==> config.mk <==
export PLATFORM = sky130hd
export DESIGN_NAME = loop_cfg
export DESIGN_NICKNAME = d
export VERILOG_FILES = /design/src/loop_cfg_pkg.sv /design/src/loop_cfg.sv /design/src/freeze_delay.sv /design/src/reg_port.sv
export SDC_FILE = /design/constraint.sdc
export NUM_CORES = 1
export LEC_CHECK = 0
export BUFFER_PORTS_ARGS = -buffer_cell sky130_fd_sc_hd__buf_2
export CAP_MARGIN = 40
export CORE_UTILIZATION = 25
export CTS_BUF_LIST = sky130_fd_sc_hd__clkbuf_8
export DETAILED_ROUTE_END_ITERATION = 7
export PLACE_DENSITY = 0.46
export SYNTH_ARGS = -nofsm -noshare
export SYNTH_HDL_FRONTEND = slang
export SYNTH_SLANG_ARGS = --single-unit
==> constraint.sdc <==
create_clock -name mclk -period 2.2 [get_ports mclk]
set_input_delay 0 -clock mclk [delete_from_list [all_inputs] [get_ports mclk]]
set_output_delay 0 -clock mclk [all_outputs]
set_load 0.005 [all_outputs]
==> src/loop_cfg_pkg.sv <==
// Package: register map, field layout, reset values and modes of the loop configuration slice
package loop_cfg_pkg;

    // ****************************************************************
    // Register map
    // ****************************************************************
    localparam logic [7:0] ADDR_GAIN1_LOW   = 8'h2d;
    localparam logic [7:0] ADDR_GAIN1_HIGH  = 8'h2e;
    localparam logic [7:0] ADDR_GAIN2_LOW   = 8'h2f;
    localparam logic [7:0] ADDR_GAIN2_HIGH  = 8'h30;
    localparam logic [7:0] ADDR_PEAK_FACT   = 8'h31;
    localparam logic [7:0] ADDR_GAIN_SF_CFG = 8'h32;
    localparam logic [7:0] ADDR_DELAY_RATIO = 8'h2b;
    localparam logic [7:0] ADDR_LOOP_STATUS = 8'h3f;
    localparam logic [7:0] ADDR_MAN_CMD     = 8'h3e;

    // ****************************************************************
    // Reset values and field masks
    // ****************************************************************
    localparam logic [7:0] RST_PEAK_FACT    = 8'h42;
    localparam logic [7:0] RST_GAIN_SF_CFG  = 8'h00;
    localparam logic [7:0] RST_ZERO         = 8'h00;
    localparam logic [7:0] MASK_NIBBLE      = 8'h0f;
    localparam logic [7:0] MASK_PEAK_FACT   = 8'h77;
    localparam logic [7:0] MASK_GAIN_SF_CFG = 8'h3f;
    localparam int         RESTART_BIT      = 5;
    localparam int         FREEZE_MSB       = 4;
    localparam int         FREEZE_LSB       = 2;
    localparam int         START_MSB        = 1;
    localparam int         START_LSB        = 0;
    localparam int         ATTACK_MSB       = 6;
    localparam int         ATTACK_LSB       = 4;
    localparam int         DECAY_MSB        = 2;
    localparam int         DECAY_LSB        = 0;
    localparam int         MAN_FREEZE_BIT   = 0;

    // Base period of the freeze delay: strobe period times this figure plus one
    localparam logic [1:0] DELAY_BASE_DIV   = 2'h3;  // counts 0..3, four ticks

    // ****************************************************************
    // Modes
    // ****************************************************************
    typedef enum logic [1:0]
    {
        START_OFF    = 2'b00,
        START_DIRECT = 2'b01,
        START_RSSI   = 2'b10,
        START_SIGREC = 2'b11
    } start_mode_t;

    typedef enum logic [2:0]
    {
        FRZ_NEVER  = 3'b000,
        FRZ_RSSI   = 3'b001,
        FRZ_SIGREC = 3'b010,
        FRZ_SYNC   = 3'b011,
        FRZ_MANUAL = 3'b100
    } freeze_mode_t;

    typedef enum logic [1:0]
    {
        LOOP_IDLE   = 2'b00,
        LOOP_RUN    = 2'b01,
        LOOP_DELAY  = 2'b10,
        LOOP_FROZEN = 2'b11
    } loop_state_t;

endpackage

==> src/loop_cfg.sv <==
// Top: loop configuration registers and gain control start/freeze/restart sequencing
`timescale 1ns/1ps
`default_nettype none

// Summary of operation
// - Gain one is high nibble plus low byte
// - Gain two is high nibble plus low byte
// - Attack code n gives two to -(n+1)
// - Decay code n gives two to -(n+2)
// - Restart on channel change, polling, hold exit
// - Freeze mode picks never, an event (RSSI, recognition, sync), or manual
// - Start mode: off, direct, RSSI, recognition
// - Reset values 00 and 42 hexadecimal
// - Freeze delay: strobe over four, times ratio
module loop_cfg
(
    input  wire logic        mclk,
    input  wire logic        srst,
    input  wire logic [7:0]  addr,
    input  wire logic [7:0]  wdata,
    input  wire logic        wr_stb,
    input  wire logic        rd_stb,
    output logic [7:0]       rdata,
    input  wire logic        predec_strobe,
    input  wire logic        rssi_event,
    input  wire logic        sigrec_event,
    input  wire logic        sync_event,
    input  wire logic        channel_change,
    input  wire logic        poll_cfg_start,
    input  wire logic        hold_exit,
    input  wire logic        pll_hold_init_bit,
    input  wire logic        run_mode_slave,
    output logic [11:0]      freq_gain1,
    output logic [11:0]      freq_gain2,
    output logic [3:0]       peak_attack_shift,
    output logic [3:0]       peak_decay_shift,
    output logic             gain_loop_active,
    output logic             gain_loop_frozen
);
    import loop_cfg_pkg::*;

    // Exponent of code zero; each code step halves the factor again
    localparam logic [3:0] ATTACK_BIAS = 4'h1;
    localparam logic [3:0] DECAY_BIAS  = 4'h2;

    // ****************************************************************
    // Registers
    // ****************************************************************
    logic [7:0]   gain1_low_byte;
    logic [7:0]   gain1_high_q;
    logic [7:0]   gain2_low_byte;
    logic [7:0]   gain2_high_q;
    logic [7:0]   peak_q;
    logic [7:0]   sf_cfg_q;
    logic [7:0]   ratio_q;
    logic         manual_gain_freeze_cmd;
    logic [7:0]   status;
    logic [2:0]   peak_attack_factor;
    logic [2:0]   peak_decay_factor;
    logic         gain_restart_enable;
    freeze_mode_t gain_freeze_mode;
    start_mode_t  gain_start_mode;
    loop_state_t  state_q;
    loop_state_t  state_d;
    logic         restart;
    logic         start_hit;
    logic         freeze_hit;
    logic         delay_start;
    logic         delay_done;

    // Status for software: frozen in bit 1, active in bit 0
    assign status = {6'h00, gain_loop_frozen, gain_loop_active};

    // Register file and read port
    reg_port u_regs
    (
        .mclk           (mclk),
        .srst           (srst),
        .addr           (addr),
        .wdata          (wdata),
        .wr_stb         (wr_stb),
        .rd_stb         (rd_stb),
        .status         (status),
        .rdata          (rdata),
        .gain1_low_byte (gain1_low_byte),
        .gain1_high_q   (gain1_high_q),
        .gain2_low_byte (gain2_low_byte),
        .gain2_high_q   (gain2_high_q),
        .peak_q         (peak_q),
        .sf_cfg_q       (sf_cfg_q),
        .ratio_q        (ratio_q),
        .man_freeze     (manual_gain_freeze_cmd)
    );

    // Field extraction
    assign peak_attack_factor  = peak_q[ATTACK_MSB:ATTACK_LSB];
    assign peak_decay_factor   = peak_q[DECAY_MSB:DECAY_LSB];
    assign gain_restart_enable = sf_cfg_q[RESTART_BIT];
    assign gain_freeze_mode    = freeze_mode_t'(sf_cfg_q[FREEZE_MSB:FREEZE_LSB]);
    assign gain_start_mode     = start_mode_t'(sf_cfg_q[START_MSB:START_LSB]);

    // Factor code to shift exponent; shared by reset and update paths
    function automatic logic [3:0] shift_of(input logic [2:0] code, input logic [3:0] bias);
        shift_of = {1'b0, code} + bias;
    endfunction

    // ****************************************************************
    // Coefficient outputs
    // ****************************************************************
    // Registered so the outputs come straight from flops
    // Shifts are exponents: the filter divides by two to that power
    always_ff @(posedge mclk)
    begin
        if (srst)
        begin
            freq_gain1        <= 12'h000;
            freq_gain2        <= 12'h000;
            peak_attack_shift <= shift_of(RST_PEAK_FACT[ATTACK_MSB:ATTACK_LSB], ATTACK_BIAS);
            peak_decay_shift  <= shift_of(RST_PEAK_FACT[DECAY_MSB:DECAY_LSB], DECAY_BIAS);
        end
        else
        begin
            freq_gain1        <= {gain1_high_q[3:0], gain1_low_byte};
            freq_gain2        <= {gain2_high_q[3:0], gain2_low_byte};
            peak_attack_shift <= shift_of(peak_attack_factor, ATTACK_BIAS);
            peak_decay_shift  <= shift_of(peak_decay_factor, DECAY_BIAS);
        end
    end

    // ****************************************************************
    // Gain loop sequencing
    // ****************************************************************
    // Hold exit only counts in slave run mode with the hold init bit set
    // and every restart source needs the enable bit
    assign restart = gain_restart_enable && (channel_change || poll_cfg_start ||
                     (run_mode_slave && pll_hold_init_bit && hold_exit));

    // Start criterion; software should match wake-up level criteria
    always_comb
    begin
        case (gain_start_mode)
            START_DIRECT: start_hit = 1'b1;
            START_RSSI:   start_hit = rssi_event;
            START_SIGREC: start_hit = sigrec_event;
            default:      start_hit = 1'b0;
        endcase
    end

    // Freeze criterion; unused codes above manual never freeze
    always_comb
    begin
        case (gain_freeze_mode)
            FRZ_RSSI:   freeze_hit = rssi_event;
            FRZ_SIGREC: freeze_hit = sigrec_event;
            FRZ_SYNC:   freeze_hit = sync_event;
            FRZ_MANUAL: freeze_hit = manual_gain_freeze_cmd;
            default:    freeze_hit = 1'b0;
        endcase
    end

    // Manual freeze bypasses the delay; event freezes go through it
    assign delay_start = (state_q == LOOP_RUN) && freeze_hit &&
                         (gain_freeze_mode != FRZ_MANUAL);

    // One shared counter times every event freeze
    freeze_delay u_delay
    (
        .mclk   (mclk),
        .srst   (srst),
        .strobe (predec_strobe),
        .start  (delay_start),
        .ratio  (ratio_q),
        .done   (delay_done)
    );

    // Restart is applied last so it wins over a freeze in the same cycle:
    // a channel change with restart enabled must never leave a stale frozen gain behind
    // Start mode off forces idle whatever the loop was doing
    always_comb
    begin
        state_d = state_q;
        case (state_q)
            LOOP_IDLE:
                if (start_hit)
                    state_d = LOOP_RUN;
            LOOP_RUN:
                if (freeze_hit && gain_freeze_mode == FRZ_MANUAL)
                    state_d = LOOP_FROZEN;
                else if (delay_start)
                    state_d = LOOP_DELAY;
            LOOP_DELAY:
                if (delay_done)
                    state_d = LOOP_FROZEN;
                else if (restart)
                    state_d = LOOP_RUN;
            LOOP_FROZEN:
                if (restart || (start_hit && gain_start_mode != START_DIRECT))
                    state_d = LOOP_RUN;
            default:
                state_d = LOOP_IDLE;
        endcase
        if (gain_start_mode == START_OFF)
            state_d = LOOP_IDLE;
        else if (restart && state_q != LOOP_IDLE)
            state_d = LOOP_RUN;
    end

    // State register; reset leaves the loop off
    always_ff @(posedge mclk)
    begin
        if (srst)
            state_q <= LOOP_IDLE;
        else
            state_q <= state_d;
    end

    // Frozen flag tells the gain stage to keep its present setting
    always_ff @(posedge mclk)
    begin
        if (srst)
        begin
            gain_loop_active <= 1'b0;
            gain_loop_frozen <= 1'b0;
        end
        else
        begin
            gain_loop_active <= (state_d == LOOP_RUN) || (state_d == LOOP_DELAY);
            gain_loop_frozen <= (state_d == LOOP_FROZEN);
        end
    end

    // ****************************************************************
    // Assertions
    // ****************************************************************
    // Register and coefficient checks
    a_gain1_concat: assert property (@(posedge mclk) disable iff (srst)
        ##1 freq_gain1 == {$past(gain1_high_q[3:0]), $past(gain1_low_byte)})
        else $error("gain one mismatch");
    a_gain2_concat: assert property (@(posedge mclk) disable iff (srst)
        ##1 freq_gain2 == {$past(gain2_high_q[3:0]), $past(gain2_low_byte)})
        else $error("gain two mismatch");
    a_attack_range: assert property (@(posedge mclk) disable iff (srst)
        peak_attack_shift >= 4'h1 && peak_attack_shift <= 4'h8)
        else $error("attack shift out of range");
    a_decay_range: assert property (@(posedge mclk) disable iff (srst)
        peak_decay_shift >= 4'h2 && peak_decay_shift <= 4'h9)
        else $error("decay shift out of range");

    // Sequencing checks
    a_restart_runs: assert property (@(posedge mclk) disable iff (srst)
        restart && state_q != LOOP_IDLE && gain_start_mode != START_OFF
        |=> gain_loop_active && !gain_loop_frozen)
        else $error("restart did not reactivate");
    a_never_freeze: assert property (@(posedge mclk) disable iff (srst)
        gain_freeze_mode == FRZ_NEVER && state_q == LOOP_RUN && !restart
        && gain_start_mode != START_OFF |=> state_q == LOOP_RUN)
        else $error("froze in stay-on mode");
    a_off_idle: assert property (@(posedge mclk) disable iff (srst)
        gain_start_mode == START_OFF |=> !gain_loop_active && !gain_loop_frozen)
        else $error("loop active with start off");
    // Reset, freeze and delay checks
    a_reset_vals: assert property (@(posedge mclk)
        $past(srst) |-> sf_cfg_q == RST_GAIN_SF_CFG && peak_q == RST_PEAK_FACT)
        else $error("reset values wrong");
    a_frozen_holds: assert property (@(posedge mclk) disable iff (srst)
        state_q == LOOP_FROZEN && !restart && !start_hit && gain_start_mode != START_OFF
        |=> state_q == LOOP_FROZEN)
        else $error("frozen state left without cause");
    a_manual_direct: assert property (@(posedge mclk) disable iff (srst)
        state_q == LOOP_RUN && gain_freeze_mode == FRZ_MANUAL && manual_gain_freeze_cmd
        && !restart && gain_start_mode != START_OFF |=> gain_loop_frozen)
        else $error("manual freeze missed");
    a_delay_entry: assert property (@(posedge mclk) disable iff (srst)
        delay_start && !restart && gain_start_mode != START_OFF |=> state_q == LOOP_DELAY)
        else $error("event freeze skipped the delay");
    a_delay_waits: assert property (@(posedge mclk) disable iff (srst)
        state_q == LOOP_DELAY && !delay_done && !restart && gain_start_mode != START_OFF
        |=> state_q == LOOP_DELAY)
        else $error("delay left early");
    a_delay_ends: assert property (@(posedge mclk) disable iff (srst)
        state_q == LOOP_DELAY && delay_done && !restart && gain_start_mode != START_OFF
        |=> gain_loop_frozen)
        else $error("delay end did not freeze");
    a_reset_outputs: assert property (@(posedge mclk)
        $past(srst) |-> !gain_loop_active && !gain_loop_frozen && rdata == RST_ZERO)
        else $error("outputs not cleared by reset");

    // Main scenarios: start, delayed freeze, manual freeze, restart
    c_direct_start: cover property (@(posedge mclk)
        state_q == LOOP_IDLE ##1 state_q == LOOP_RUN);
    c_event_start: cover property (@(posedge mclk)
        state_q == LOOP_IDLE && gain_start_mode == START_SIGREC ##1 state_q == LOOP_RUN);
    c_delay_freeze: cover property (@(posedge mclk)
        state_q == LOOP_DELAY ##1 state_q == LOOP_FROZEN);
    c_manual_freeze: cover property (@(posedge mclk)
        gain_freeze_mode == FRZ_MANUAL && state_q == LOOP_RUN ##1 state_q == LOOP_FROZEN);
    c_restart: cover property (@(posedge mclk)
        state_q == LOOP_FROZEN ##1 state_q == LOOP_RUN);
endmodule // loop_cfg
`default_nettype wire

==> src/freeze_delay.sv <==
// Freeze delay counter: base tick from predecimation strobe, scaled by ratio
`timescale 1ns/1ps
`default_nettype none
module freeze_delay
(
    input  wire logic       mclk,
    input  wire logic       srst,
    input  wire logic       strobe,
    input  wire logic       start,
    input  wire logic [7:0] ratio,
    output logic            done
);
    import loop_cfg_pkg::*;

    logic [1:0] base_q;
    logic [7:0] cnt_q;
    logic       busy_q;
    logic       tick;

    // Divide the strobe by four to make the base period
    assign tick = strobe && (base_q == DELAY_BASE_DIV);

    always_ff @(posedge mclk)
    begin
        if (srst || start)
            base_q <= 2'h0;
        else if (strobe)
            base_q <= base_q + 2'h1;
    end

    // Ratio zero gives an immediate finish, so no freeze waits forever
    always_ff @(posedge mclk)
    begin
        if (srst)
        begin
            busy_q <= 1'b0;
            cnt_q  <= 8'h00;
            done   <= 1'b0;
        end
        else if (start)
        begin
            busy_q <= (ratio != 8'h00);
            cnt_q  <= ratio;
            done   <= (ratio == 8'h00);
        end
        else if (busy_q && tick)
        begin
            cnt_q  <= cnt_q - 8'h01;
            busy_q <= (cnt_q != 8'h01);
            done   <= (cnt_q == 8'h01);
        end
        else
            done <= 1'b0;
    end
endmodule // freeze_delay
`default_nettype wire

==> src/reg_port.sv <==
// Register port: write decode and read mux for the configuration slice
`timescale 1ns/1ps
`default_nettype none
module reg_port
(
    input  wire logic       mclk,
    input  wire logic       srst,
    input  wire logic [7:0] addr,
    input  wire logic [7:0] wdata,
    input  wire logic       wr_stb,
    input  wire logic       rd_stb,
    input  wire logic [7:0] status,
    output logic [7:0]      rdata,
    output logic [7:0]      gain1_low_byte,
    output logic [7:0]      gain1_high_q,
    output logic [7:0]      gain2_low_byte,
    output logic [7:0]      gain2_high_q,
    output logic [7:0]      peak_q,
    output logic [7:0]      sf_cfg_q,
    output logic [7:0]      ratio_q,
    output logic            man_freeze
);
    import loop_cfg_pkg::*;

    function automatic logic hit(input logic [7:0] a, input logic [7:0] ref_a);
        hit = wr_stb && (a == ref_a);
    endfunction

    // ****************************************************************
    // Writes
    // ****************************************************************
    // Unused bits are masked at write so reads show them as zero
    always_ff @(posedge mclk)
    begin
        if (srst)
        begin
            gain1_low_byte <= RST_ZERO;
            gain1_high_q   <= RST_ZERO;
            gain2_low_byte <= RST_ZERO;
            gain2_high_q   <= RST_ZERO;
            peak_q         <= RST_PEAK_FACT;
            sf_cfg_q       <= RST_GAIN_SF_CFG;
            ratio_q        <= RST_ZERO;
        end
        else
        begin
            if (hit(addr, ADDR_GAIN1_LOW))   gain1_low_byte <= wdata;
            if (hit(addr, ADDR_GAIN1_HIGH))  gain1_high_q <= wdata & MASK_NIBBLE;
            if (hit(addr, ADDR_GAIN2_LOW))   gain2_low_byte <= wdata;
            if (hit(addr, ADDR_GAIN2_HIGH))  gain2_high_q <= wdata & MASK_NIBBLE;
            if (hit(addr, ADDR_PEAK_FACT))   peak_q <= wdata & MASK_PEAK_FACT;
            if (hit(addr, ADDR_GAIN_SF_CFG)) sf_cfg_q <= wdata & MASK_GAIN_SF_CFG;
            if (hit(addr, ADDR_DELAY_RATIO)) ratio_q <= wdata;
        end
    end

    // Manual freeze command is a self-clearing pulse
    always_ff @(posedge mclk)
    begin
        if (srst)
            man_freeze <= 1'b0;
        else
            man_freeze <= hit(addr, ADDR_MAN_CMD) && wdata[MAN_FREEZE_BIT];
    end

    // ****************************************************************
    // Reads
    // ****************************************************************
    // Data valid only in the cycle after the strobe; unmapped reads zero
    always_ff @(posedge mclk)
    begin
        if (srst || !rd_stb)
            rdata <= 8'h00;
        else
        begin
            case (addr)
                ADDR_GAIN1_LOW:   rdata <= gain1_low_byte;
                ADDR_GAIN1_HIGH:  rdata <= gain1_high_q;
                ADDR_GAIN2_LOW:   rdata <= gain2_low_byte;
                ADDR_GAIN2_HIGH:  rdata <= gain2_high_q;
                ADDR_PEAK_FACT:   rdata <= peak_q;
                ADDR_GAIN_SF_CFG: rdata <= sf_cfg_q;
                ADDR_DELAY_RATIO: rdata <= ratio_q;
                ADDR_LOOP_STATUS: rdata <= status;
                default:          rdata <= 8'h00;
            endcase
        end
    end
endmodule // reg_port
`default_nettype wire

==> results.md <==
- Fin crit share: 0.864
- Ys Warns: 0
- Reg clk slew, reported paths: 90 ps
- CTS buffer count: 9
- Slew HR: 0.554
- CTS max path bufs: 2
- Layout overhead on the synthesized area: 22.5%
- Clock root cell: clkbuf_8
- Worst reg2reg path startpoint: u_regs.sf_cfg_q[3]$_SDFFE_PP0P_
- Worst hold path endpoint: u_regs.rdata[2]$_SDFF_PP0_
- Critical R2R Capture: gain_loop_active$_SDFF_PP0_
- Placed cells: 700
- GRT Residual Overflow: 0
- Simple-gate share of the synthesized area: 0.227
- Status: finished clean
- CTS tree: done
- Largest family of logic cells by synthesized area: simple AND/OR/NAND/NOR gates
- Post-Synthesis Cells: 426
- RSZ-0062 raised after global routing: false
- I/O pin total: between 70 and 80
- Vias per cell: about 4.6
- Highest-count cells in the layout ignoring fill and taps: 101 x dfxtp_1, 70 x buf_2, 39 x nand2_1
- CP Class: flip-flop to flip-flop
- Fraction of layout cells with a size suffix above 1: 0.222
- Wire per inst: 15.1 um
- Post-CTS Resized: 0
- Post-synth EDFFs: 0
- PortBufs: 70
- H-tree depth: 3
- Mux share of post-synthesis cell area: 0.0657
- Die Y-Extent: ~130 um
- Top cells by area, synth: dfxtp_1 50%, nor2b_1 5.7%, mux2i_1 5.2%
- Vias in the first global route: 3182
- Placer congestion estimate: about 0.77
- Share of the synthesized area in the top cell type: 0.498
- Core Box Area: between 15000 and 20000 sq um
- Antenna-violating nets left: 0
- Crit path DAT: between 2000 and 2500 ps
- P_leak: 2.00 nW
- Yosys reg bits: roughly 100
- Clk sinks: about 100
- Pins Over Slew Limit: 0
- Final net count: approximately 540
- XOR/XNOR Fraction of Synth Area: 0.0194
- First-pass GRT wire length: 17.3 mm
- Syn Nets: roughly 460
- # DRC: 0
- Worst clock skew: between 10 and 15 ps
- Non-filler cells in the finished layout: ~730
- Commonest non-fill, non-tap cell in the layout: dfxtp_1
- Final min period: 1900 ps
- Most used DFF post-synth: dfxtp_1
- Element type at the critical path end: flip-flop
- Final setup viols: 0
- Die area: ~17000 sq um
- Crit path max fanout: 5
- Async SR Flop Fraction: 0
- Unique masters post-synth: 52
- R2r setup slk: ~300 ps
- Worst-Margin Slew: around 670 ps
- GR peak layer: met2
- Met1 GRT Util: 0.188
- Std cell rows: 46
- Worst r2r path cells: 6
- Worst Path Required: around 2500 ps
- Pin count of the biggest net entering global routing: 54
- Post-detail-place hpwl: just under 8 mm
- Met3 usage: 0.0343
- Met2 usage: 0.214
- Initial DRC Count: roughly 120
- Crit path launch type: flip-flop
- Post-synthesis area per instance: 9.52 sq um
- Antenna cells: 0
- Worst min-delay path startpoint: addr[3]
- All-Layer GR Usage: 0.139
- Post-synthesis adder-cell area fraction: 0.0185
- VDD IR max: between 0.3 and 0.4 mV
- Power per Cell Area: 631 nW/um^2
- Mapped Area: 4060 sq um
- Synth area leader: dfxtp_1
- Synth Area in Compound Gates: 0.139
- HP Class: input port to flip-flop
- Final Hold Fails: 0
- Skew-Pair Late Insertion Delay: around 380 ps
- Vias: around 3300
- Hold_buf cts: 12
- Fmax: approximately 0.53 GHz
- Initial antenna violation count: 0
- Final WL: 11.0 mm
- Drt first pass iters: 4
- Sequential share of the synthesized area: 0.498
- Initial Utilization: 0.255
- Max Cap Viol: 0
- Horiz. Die Dim: about 130 um
- Fillers: 1711
- Total setup buffers inserted after CTS: 0
- Hold path depth: 4
- Setup TNS: 0 ps
==> flip-flops by register name, summed over array words and instances, names as in the netlist, 6 cells and up <==
name and cells:
freq_gain1 12, freq_gain2 12, u_delay.cnt_q 8, u_regs.gain1_low_byte 8, u_regs.gain2_low_byte 8, u_regs.peak_q 6, u_regs.ratio_q 8, u_regs.rdata 8
u_regs.sf_cfg_q 6
==> area by class of cell <==
type	instances	area, sq um	area share
clock inverters	1	5.00	0.00101
inverters	8	30.0	0.00605
clock buffers	13	179	0.0360
repair buffers	92	558	0.112
well taps	216	270	0.0544
flip-flops and latches	101	2020	0.407
multi-input cells	295	1900	0.383
==> worst max-delay path by stage <==
stage | cells past startpoint | end | startpoint
floorplan | 8 | gain_loop_active$_SDFF_PP0_ | u_regs.sf_cfg_q[3]$_SDFFE_PP0P_
global placement | 6 | u_regs.rdata[1]$_SDFF_PP0_ | addr[7]
detailed placement | 6 | gain_loop_active$_SDFF_PP0_ | u_regs.sf_cfg_q[3]$_SDFFE_PP0P_
CTS | 6 | gain_loop_active$_SDFF_PP0_ | u_regs.sf_cfg_q[3]$_SDFFE_PP0P_
global route | 6 | gain_loop_active$_SDFF_PP0_ | u_regs.sf_cfg_q[3]$_SDFFE_PP0P_
finish | 6 | gain_loop_active$_SDFF_PP0_ | u_regs.sf_cfg_q[3]$_SDFFE_PP0P_
==> logic make-up (layout without fill, tap and decap cells) <==
family	count (synthesis)	count (layout)
adders and majority gates	6	6
and+or+nand+nor	170	170
DFF	101	101
xor gates and xnor gates	9	9
buffers and inverters	30	114
AOI/OAI and AO/OA	84	84
muxes	26	26
==> Yosys cell counts (all sizes together), types with 5 or more instances <==
master    n
inv       8
clkbuf   15
nor3     10
nand3    14
a211oi    7
mux2i    21
o22a     18
xnor2     7
a22oi     5
mux2      5
dfxtp   101
buf       7
nor2     39
ha        6
a21oi    24
nor2b    37
o21ai    16
nand2    39
==> metal layers <==
metal / wire (um) / vias up
li1: - / 1652
met1: 5370 / 1574
met2: 5030 / 72
met3: 445 / 11
met4: 146 / 0
met5: 0 / -
==> through the flow <==
stage               instance area, sq um   util  hold WS (ps)  worst slack [ps]  power (mW)
floorplan                           4060      -           105               455        1.95
global placement                    4660  0.294           289               370        2.02
detailed placement                  4660  0.294           292               338        2.03
CTS                                 4970  0.313          23.6               304        3.19
global route                        4970  0.313          61.6              90.9        3.25
finish                              4970  0.313          52.6               299        3.14
==> power breakdown <==
part	switching, mW	internal (mW)
registers	0.00355	1.83
clock network	0.616	0.522
logic	0.101	0.0613
total	0.720	2.42
==> worst max-delay path, cell delays in order, from the launching register on <==
cell       delay [ps]
dfxtp_1           440
mux2i_1           120
o21ai_0           140
o21ai_0            90
a2111oi_0         550
ha_1              330
nor2b_1           120
(Power assumes the default switching activity.)
